File: src/logic/operand_address_unit_consts.vh
// Purpose: Constants for the operand address unit pair.
// Assumes: Single core clock, synchronous active-high reset.
// Notes: Mode codes select how an indirect access forms its address.
`ifndef OPERAND_ADDRESS_UNIT_CONSTS_VH
`define OPERAND_ADDRESS_UNIT_CONSTS_VH
`define PTR_W 16
`define PAGE_W 8
`define ADDR_W 24
`define IMM_W 8
`define NUM_PTR 4
`define SEL_W 2
`define MODE_W 2
`define MODE_POST 2'h0
`define MODE_PRE_UPD 2'h1
`define MODE_PRE_KEEP 2'h2
`define MODE_DIRECT 2'h3
`define WR_PTR 3'h0
`define WR_MOD 3'h1
`define WR_LEN 3'h2
`define WR_BASE 3'h3
`define WR_PAGE 3'h4
`define RESET_PAGE 8'h00
`endif

File: src/logic/operand_address_unit.v
// Purpose: Two operand address generators (data side and program side) with circular wrap.
// Assumes: Decode presents one access per generator per cycle; the program keeps buffers inside one page.
// Notes: Addresses and updated pointers appear one cycle after the access request.
`timescale 1ns/100ps
`default_nettype none
`include "operand_address_unit_consts.vh"

// One generator with primary and secondary register sets.
module address_gen_core #(
  parameter PTR_W = 16,
  parameter PAGE_W = 8
) (
  input wire clk,
  input wire srst,
  input wire set_sel,
  input wire acc_en,
  input wire [1:0] acc_ptr,
  input wire [1:0] acc_mod,
  input wire acc_use_imm,
  input wire [7:0] acc_imm,
  input wire [1:0] acc_mode,
  input wire wr_en,
  input wire [2:0] wr_kind,
  input wire [1:0] wr_idx,
  input wire [PTR_W-1:0] wr_data,
  output reg [PAGE_W+PTR_W-1:0] addr_q,
  output reg addr_valid_q,
  output reg [PTR_W-1:0] rd_ptr_q
);
  localparam NREG = 2 * `NUM_PTR;
  // Register files are indexed by {set, index}; the upper half is the secondary set.
  reg [PTR_W-1:0] ptr_q [0:NREG-1];
  reg [PTR_W-1:0] mod_q [0:NREG-1];
  reg [PTR_W-1:0] len_q [0:NREG-1];
  reg [PTR_W-1:0] base_q [0:NREG-1];
  reg [PAGE_W-1:0] page_q [0:1];
  wire [2:0] ai = {set_sel, acc_ptr};
  wire [2:0] mi = {set_sel, acc_mod};
  wire [2:0] wi = {set_sel, wr_idx};
  // The immediate is sign-extended so that a negative offset walks the pointer down.
  wire [PTR_W-1:0] offs = acc_use_imm ? {{(PTR_W-8){acc_imm[7]}}, acc_imm} : mod_q[mi];
  wire [PTR_W-1:0] cur = ptr_q[ai];
  wire [PTR_W-1:0] len = len_q[ai];
  wire [PTR_W-1:0] base = base_q[ai];
  wire circ_on = (len != {PTR_W{1'b0}});
  reg [PTR_W-1:0] raw_d;
  reg [PTR_W-1:0] rel_d;
  reg below_d;
  reg beyond_d;
  reg [PTR_W-1:0] next_d;
  integer i;

  // Circular wrap relative to base; length zero means linear update.
  // Only one correction is applied, so an offset must stay smaller than the length.
  always @*
  begin
    raw_d = cur + offs;
    rel_d = raw_d - base;
    below_d = (raw_d < base);
    beyond_d = (rel_d >= len);
    next_d = raw_d;
    if (circ_on)
    begin
      if (below_d)
        next_d = raw_d + len;
      else if (beyond_d)
        next_d = raw_d - len;
    end
  end

  always @(posedge clk)
  begin
    if (srst)
    begin
      // Both register sets clear together.
      for (i = 0; i < NREG; i = i + 1)
      begin
        ptr_q[i] <= {PTR_W{1'b0}};
        mod_q[i] <= {PTR_W{1'b0}};
        len_q[i] <= {PTR_W{1'b0}};
        base_q[i] <= {PTR_W{1'b0}};
      end
      page_q[0] <= `RESET_PAGE;
      page_q[1] <= `RESET_PAGE;
      addr_q <= {(PAGE_W+PTR_W){1'b0}};
      addr_valid_q <= 1'b0;
      rd_ptr_q <= {PTR_W{1'b0}};
    end
    else
    begin
      addr_valid_q <= acc_en;
      // Readback follows the selected pointer every cycle, showing its value before this access.
      rd_ptr_q <= cur;
      // A write and an access to one pointer in the same cycle: a post or pre-update access, assigned later, wins.
      if (wr_en)
      begin
        case (wr_kind)
          `WR_PTR: ptr_q[wi] <= wr_data;
          `WR_MOD: mod_q[wi] <= wr_data;
          `WR_LEN: len_q[wi] <= wr_data;
          `WR_BASE: base_q[wi] <= wr_data;
          `WR_PAGE: page_q[set_sel] <= wr_data[PAGE_W-1:0];
          default: ;
        endcase
      end
      // The page of the current set supplies the upper address bits.
      if (acc_en)
      begin
        case (acc_mode)
          `MODE_POST:
          begin
            addr_q <= {page_q[set_sel], cur};
            ptr_q[ai] <= next_d;
          end
          `MODE_PRE_UPD:
          begin
            addr_q <= {page_q[set_sel], next_d};
            ptr_q[ai] <= next_d;
          end
          `MODE_PRE_KEEP:
            addr_q <= {page_q[set_sel], next_d};
          `MODE_DIRECT:
            addr_q <= {page_q[set_sel], cur};
          default:
            addr_q <= {page_q[set_sel], cur};
        endcase
      end
    end
  end
endmodule

// Operation
// - Each generator holds four 16-bit pointers, read out and updated.
// - Indirect access modifies pointer pre or post using one of four modifiers.
// - Premodify option uses pointer plus modifier as address, pointer unchanged.
// - Signed 8-bit immediate offset may replace modifier, pre or post.
// - With length and base set, updates wrap modulo length from base.
// - Circular buffers stay within one 64K-word page of 256.
// - Secondary copy of all registers gives fast context switch.
// - Both generators form addresses in the same cycle.
// - Each generator's 8-bit page register forms the upper bits of 24-bit address.
// - Pointers give low 16 bits; software sets page register beforehand.
module operand_address_unit #(
  parameter PTR_W = `PTR_W,
  parameter PAGE_W = `PAGE_W
) (
  input wire clk,
  input wire srst,
  input wire set_sel,
  input wire dm_acc_en,
  input wire [1:0] dm_acc_ptr,
  input wire [1:0] dm_acc_mod,
  input wire dm_acc_use_imm,
  input wire [7:0] dm_acc_imm,
  input wire [1:0] dm_acc_mode,
  input wire dm_wr_en,
  input wire [2:0] dm_wr_kind,
  input wire [1:0] dm_wr_idx,
  input wire [PTR_W-1:0] dm_wr_data,
  input wire pm_acc_en,
  input wire [1:0] pm_acc_ptr,
  input wire [1:0] pm_acc_mod,
  input wire pm_acc_use_imm,
  input wire [7:0] pm_acc_imm,
  input wire [1:0] pm_acc_mode,
  input wire pm_wr_en,
  input wire [2:0] pm_wr_kind,
  input wire [1:0] pm_wr_idx,
  input wire [PTR_W-1:0] pm_wr_data,
  output wire [PAGE_W+PTR_W-1:0] dm_addr_q,
  output wire dm_addr_valid_q,
  output wire [PTR_W-1:0] dm_rd_ptr_q,
  output wire [PAGE_W+PTR_W-1:0] pm_addr_q,
  output wire pm_addr_valid_q,
  output wire [PTR_W-1:0] pm_rd_ptr_q
);
  // Two independent generators run side by side for dual fetches.
  // Outputs come straight from each generator's registers.
  address_gen_core #(
    .PTR_W(PTR_W),
    .PAGE_W(PAGE_W)
  ) u_dm (
    .clk(clk),
    .srst(srst),
    .set_sel(set_sel),
    .acc_en(dm_acc_en),
    .acc_ptr(dm_acc_ptr),
    .acc_mod(dm_acc_mod),
    .acc_use_imm(dm_acc_use_imm),
    .acc_imm(dm_acc_imm),
    .acc_mode(dm_acc_mode),
    .wr_en(dm_wr_en),
    .wr_kind(dm_wr_kind),
    .wr_idx(dm_wr_idx),
    .wr_data(dm_wr_data),
    .addr_q(dm_addr_q),
    .addr_valid_q(dm_addr_valid_q),
    .rd_ptr_q(dm_rd_ptr_q)
  );

  // The program side shares the set select, so one level change switches both contexts.
  address_gen_core #(
    .PTR_W(PTR_W),
    .PAGE_W(PAGE_W)
  ) u_pm (
    .clk(clk),
    .srst(srst),
    .set_sel(set_sel),
    .acc_en(pm_acc_en),
    .acc_ptr(pm_acc_ptr),
    .acc_mod(pm_acc_mod),
    .acc_use_imm(pm_acc_use_imm),
    .acc_imm(pm_acc_imm),
    .acc_mode(pm_acc_mode),
    .wr_en(pm_wr_en),
    .wr_kind(pm_wr_kind),
    .wr_idx(pm_wr_idx),
    .wr_data(pm_wr_data),
    .addr_q(pm_addr_q),
    .addr_valid_q(pm_addr_valid_q),
    .rd_ptr_q(pm_rd_ptr_q)
  );
endmodule
`default_nettype wire

File: config.mk
export PLATFORM = sky130hd
export DESIGN_NAME = operand_address_unit
export DESIGN_NICKNAME = d
export VERILOG_FILES = /design/src/logic/operand_address_unit.v
export VERILOG_INCLUDE_DIRS = /design/src /design/src/logic
export SDC_FILE = /design/constraint.sdc
export NUM_CORES = 2
export LEC_CHECK = 0
export BUFFER_PORTS_ARGS = -buffer_cell sky130_fd_sc_hd__buf_4
export CAP_MARGIN = 20
export CORE_UTILIZATION = 50
export DETAILED_ROUTE_END_ITERATION = 16
export HOLD_SLACK_MARGIN = 0.05
export PLACE_DENSITY_LB_ADDON = 0.2
export SETUP_SLACK_MARGIN = 0.05
export SKIP_CTS_REPAIR_TIMING = 1
export SYNTH_ARGS = -nofsm -noshare
export SYNTH_HDL_FRONTEND = slang
export SYNTH_SLANG_ARGS = --single-unit
File: constraint.sdc
create_clock -name clk -period 14.2 [get_ports clk]
set_input_delay 0.71 -clock clk [delete_from_list [all_inputs] [get_ports clk]]
set_output_delay 0.71 -clock clk [all_outputs]
set_load 0.02 [all_outputs]
# Word-level counts from Yosys, hierarchy flattened
# Memory sizes are Yosys's and may differ from the RTL's.
# Cells that the tools add are included.
# Widths: inputs -> output; s select.
[classes]
addsub = 8
magnitude_cmp = 4
n_eq_ne = 14
muxes = 106
bitwise = 2
reduce_logical = 22
[op_table]
columns = ["op", "count"]
rows = [
  ["$mux 16", 20],
  ["$reduce_or 16->1", 10],
  ["$pmux 24 s2", 2],
  ["$mux 1", 72],
  ["$add 16x16->16", 4],
  ["$sub 16x16->16", 4],
  ["$ge 16x16->1", 2],
  ["$lt 16x16->1", 2],
  ["$reduce_bool 16->1", 2],
  ["$mux 3", 10],
  ["$mux 8", 2],
  ["$reduce_or 8->1", 2],
  ["$eq 3x2->1 const B", 4],
  ["$eq 2x2->1 const B", 4],
  ["$reduce_or 2->1", 4],
  ["$eq 3x1->1 const B", 2],
  ["$eq 3x3->1 const B", 2],
  ["$logic_not 3->1", 2],
  ["$eq 2x1->1 const B", 2],
  ["$logic_not 2->1", 2],
  ["$or 1x1->1", 2],
]
[word_totals]
regBits = 82
ram_bits = 1056
mem_count = 10
[memory_table]
columns = ["name", "words", "word_bits", "read_ports", "rd_ports_with_merged_regs", "write_ports", "line_no", "rtl"]
rows = [
  ["u_dm.base_q", 8, 16, 1, 0, 8, "operand_address_unit.v:35", "reg [PTR_W-1:0] base_q [0:NREG-1];"],
  ["u_dm.len_q", 8, 16, 1, 0, 8, "operand_address_unit.v:34", "reg [PTR_W-1:0] len_q [0:NREG-1];"],
  ["u_dm.mod_q", 8, 16, 1, 0, 8, "operand_address_unit.v:33", "reg [PTR_W-1:0] mod_q [0:NREG-1];"],
  ["u_dm.ptr_q", 8, 16, 1, 0, 8, "operand_address_unit.v:32", "reg [PTR_W-1:0] ptr_q [0:NREG-1];"],
  ["u_pm.base_q", 8, 16, 1, 0, 8, "operand_address_unit.v:35", ""],
  ["u_pm.len_q", 8, 16, 1, 0, 8, "operand_address_unit.v:34", ""],
  ["+4 memories", "n/a", "n/a", "n/a", "n/a", "n/a", "n/a", ""],
]

# Depth between registers and ports, before layout
# An unclocked memory read counts as a cell.
[depth]
ltp_word = 10
mapped_depth = 39
depth_no_buf = 31

# By module
# A second synthesis with hierarchy kept.
[unflattened]
hier_cells = 4729
area_unflattened_um2 = 58193.3
[by_module_without_submodules]
columns = ["module", "instances", "cells_per_inst", "area_per_inst_um2"]
rows = [
  ["address_gen_core at u_pm", 1, 2367, 29130.4],
  ["address_gen_core at u_dm", 1, 2362, 29062.9],
]

# Worst setup path after synthesis
# OpenSTA, ideal clock, no wires.
[synth_path]
path_kind = "input -> register"
from = "input port set_sel"
to = "memory u_pm.ptr_q[0][4] (data pin)"
setup_ns = 0.256
arrival_ns = 8.011
required_ns = 13.944
setup_slack_ns = 5.932
path_stages = 33
path_buffers = 7
path_cell_list = "buf_6 buf_6 inv_1 buf_2 clkbuf_1 clkbuf_1 buf_1 mux2i_1 o21ai_0 ha_1 fa_1 ha_1 nor2b_1 o21ai_0 a21boi_0 o21ai_0 a21oi_1 o21ai_0 a21boi_0 o21ai_0 a21oi_1 o41ai_1 xnor2_1 ha_1 a21o_1 a21oi_1 nor2b_1 a311oi_1 a21oi_1 and4_1 a2111o_1 buf_2 a22o_1"
[synth_rtl]
columns = ["item", "line_no", "rtl"]
rows = [
  ["start, declared", "operand_address_unit.v:149", "input wire set_sel,"],
  ["end, declared", "operand_address_unit.v:32", ""],
]

==> impl_metrics.json <==
{
  "synth_common_cells": "edfxtp_1 (1056), and2_1 (824), clkbuf_1 (280), nor2_1 (246), nand2_1 (229)",
  "tightestPinTransition_ns": 1.274,
  "areaGrowthSynthToFinish_pct": 11.31,
  "syn_nets": 4996,
  "htreeDepth": 3,
  "ant_nets": 0,
  "slew_headroom": 0.1500,
  "start_util": 0.5068,
  "power_density_mw_per_mm2": 156.5,
  "worstPathArrival_ns": 9.54,
  "ys_seq_area_frac": 0.5732,
  "crit-reg2reg-launch": "u_dm.mod_q[6][0]$_SDFFCE_PN0P_",
  "die_w_um": 343.1,
  "fin_tns_setup_ns": 0,
  "vias": 40552,
  "synth_most_common_cell": "edfxtp_1",
  "finalCritPeriodShare": 0.6416,
  "clk_path_buf_depth": 3,
  "worstSetupPathType": "input port to register",
  "synth.cell_area_sq_mm": 0.05819,
  "grt_pass1_vias": 39285,
  "synth_edf_count": 1056,
  "critPathLaunchType": "input port",
  "grt_start_max_net_pins": 66,
  "hp-class": "input port to register",
  "r2r_end": "u_dm.ptr_q[1][4]$_DFFE_PP_",
  "ys_types": 105,
  "ios": 161,
  "ys_seq_elements": 1138,
  "drive_gt1_frac": 0.1463,
  "syn_inst": 4753,
  "finalClockSkew_ns": 0.03383,
  "yosys-top-cells-area": "edfxtp_1 (54%), and2_1 (8.9%), mux4_2 (3.8%)",
  "grt_overflow": 0,
  "antenna_found_initial": 4,
  "cts_buffers": 116,
  "yosysWarnings": 0,
  "fin_cells": 6417,
  "r2r_slack_ns": 6.21,
  "wl_per_cell_um": 28.57,
  "die-area_sq_mm": 0.1177,
  "drt_pass1_iterations": 6,
  "vias_per_cell": 6.319,
  "worstHoldStart": "srst",
  "synthFlopType": "edfxtp_1",
  "routed_wl_mm": 183.3,
  "slew_viol_final": 0,
  "drc": 0,
  "final_nets": 5040,
  "fmax_mhz": 109.8,
  "groute.usage.overall": 0.3075,
  "timing.final.hold_violations": 0,
  "status": "complete, no violations",
  "dp_cells": 6188,
  "finalSetupViolations": 0,
  "min_path_cells": 2,
  "crit_start": "set_sel",
  "core_sq_mm": 0.1148,
  "cts_tree": "done",
  "synth_top_cell_by_area": "edfxtp_1",
  "syn_area_per_cell_sq_um": 12.24,
  "crit_path_top_delay_cell": "a22oi_1",
  "fp.dieH_um": 343.1,
  "slowest_delay_ns": 0.74,
  "synth_top_area_frac": 0.5450,
  "vdd_drop_max_mv": 0.1097,
  "cts_sinks": 1138,
  "cpMostUsedCell": "a21oi_1",
  "clkLatencyLatePin_ns": 0.72,
  "hpwl_mm": 116.1,
  "async_flop_share": 0,
  "clk_pin_slew_ns": 0.06,
  "r2r_cells": 29,
  "rows": 124,
  "cp.required_ns": 14.63,
  "maxCapViolations": 0,
  "grt_pass1_wl_mm": 265.9,
  "io_buffers": 160,
  "crit_fanout": 60,
  "cts-root-buf": "clkbuf_16",
  "p_leak_nw": 23.74,
  "rsz0062_at_grt": "false",
  "min_delay_worst_endpoint": "u_pm.rd_ptr_q[3]$_SDFF_PP0_",
  "end_kind": "register",
  "drt_iter0_markers": 4568,
  "period_needed_ns": 9.111,
  "gp_congestion": 0.9348
}
-- power breakdown --
part	total, mW	switching [mW]	internal (mW)
logic	3.13	2.09	1.04
registers	3.93	0.0697	3.86
clock network	3.08	1.33	1.75
total	10.1	3.49	6.64
-- final cells by class --
cell class                      instances  area (sq um)
Clock inverter                         68         594.3
Fill cell                            9427         50040
Tap cell                             1512          1892
Antenna cell                            5         12.51
Clock buffer                          153          3196
Multi-Input combinational cell       3154         23190
Inverter                              109         409.1
Sequential cell                      1138         33350
Timing Repair Buffer                  278          2125
-- placed cells by master (no fill, tap or decap), drive strengths merged, types with 99 or more instances in the layout --
cell type and n:
edfxtp 1056, and2 824, buf 278, nor2 247, nand2 229, a22o 213
a22oi 195, o21ai 182, ha 156, clkbuf 153, a21oi 124, inv 110
mux4 99
-- state kept, by name, summed over array words and instances, names as in the netlist, 16 cells and up --
register / cells
u_pm.len_q: 128
u_dm.base_q: 128
u_pm.page_q: 16
u_pm.rd_ptr_q: 16
u_pm.ptr_q: 128
u_dm.ptr_q: 128
u_dm.page_q: 16
u_pm.addr_q: 24
u_dm.len_q: 128
u_dm.addr_q: 24
u_pm.base_q: 128
u_dm.rd_ptr_q: 16
u_pm.mod_q: 128
u_dm.mod_q: 128
-- worst max path at each step --
stage | to | slack, ns | cells past startpoint
3_5_place_dp | u_dm.ptr_q[5][3]$_DFFE_PP_ | 4.60 | 30
5_1_grt | u_dm.ptr_q[4][14]$_DFFE_PP_ | 4.70 | 29
4_1_cts | u_dm.ptr_q[5][3]$_DFFE_PP_ | 5.35 | 30
3_3_place_gp | u_dm.ptr_q[3][3]$_DFFE_PP_ | 4.67 | 30
6_report | u_dm.ptr_q[1][4]$_DFFE_PP_ | 5.09 | 32
2_1_floorplan | u_pm.ptr_q[0][4]$_DFFE_PP_ | 5.93 | 33
-- stage by stage --
| step | worst slack, ns | hold slack (ns) | cell area (sq um) | util | power, mW |
|---|---|---|---|---|---|
| final | 5.089 | 0.4168 | 64770 | 0.5642 | 10.14 |
| after global routing | 4.697 | 0.4557 | 64760 | 0.5641 | 10.51 |
| after CTS | 5.348 | 0.4060 | 64710 | 0.5637 | 10.09 |
| after detailed placement | 4.599 | 0.4711 | 60920 | 0.5306 | 7.056 |
| after global placement | 4.673 | 0.4667 | 60910 | 0.5305 | 7.035 |
| after floorplan | 5.932 | 0.5195 | 58190 | - | 6.113 |
-- metal layers --
metal  global-route usage  part of all wire  vias to the layer above
met4               0.1353             0.045                        0
met3              0.04815             0.083                      440
met2               0.5150              0.49                     2065
met5                    0                 0                        -
met1               0.3952              0.39                    20178
li1                     -                 -                    17869
-- logic make-up (layout without fill, tap and decap cells) --
family                   after synthesis  in the layout  share of synthesized area
AND/OR/NAND/NOR                     1707           1707                     0.1631
adder cells (fa/ha/maj)              165            165                    0.03647
XOR/XNOR                              62             62                   0.009827
multiplexers                         191            191                    0.05470
buffers and inverters                461            608                    0.03230
other                                  0              5                          0
AO/OA/AOI/OAI                       1029           1029                     0.1305
flip-flops                          1138           1138                     0.5732
-- critical path, delay by kind of cell --
family,cells,cell delay (ns)
AO/OA/AOI/OAI,20,4.30
buffers and inverters,3,1.48
AND/OR/NAND/NOR,4,1.18
adder cells (fa/ha/maj),3,1.09
XOR/XNOR,2,0.63
Power figures use the tool's default switching activity.
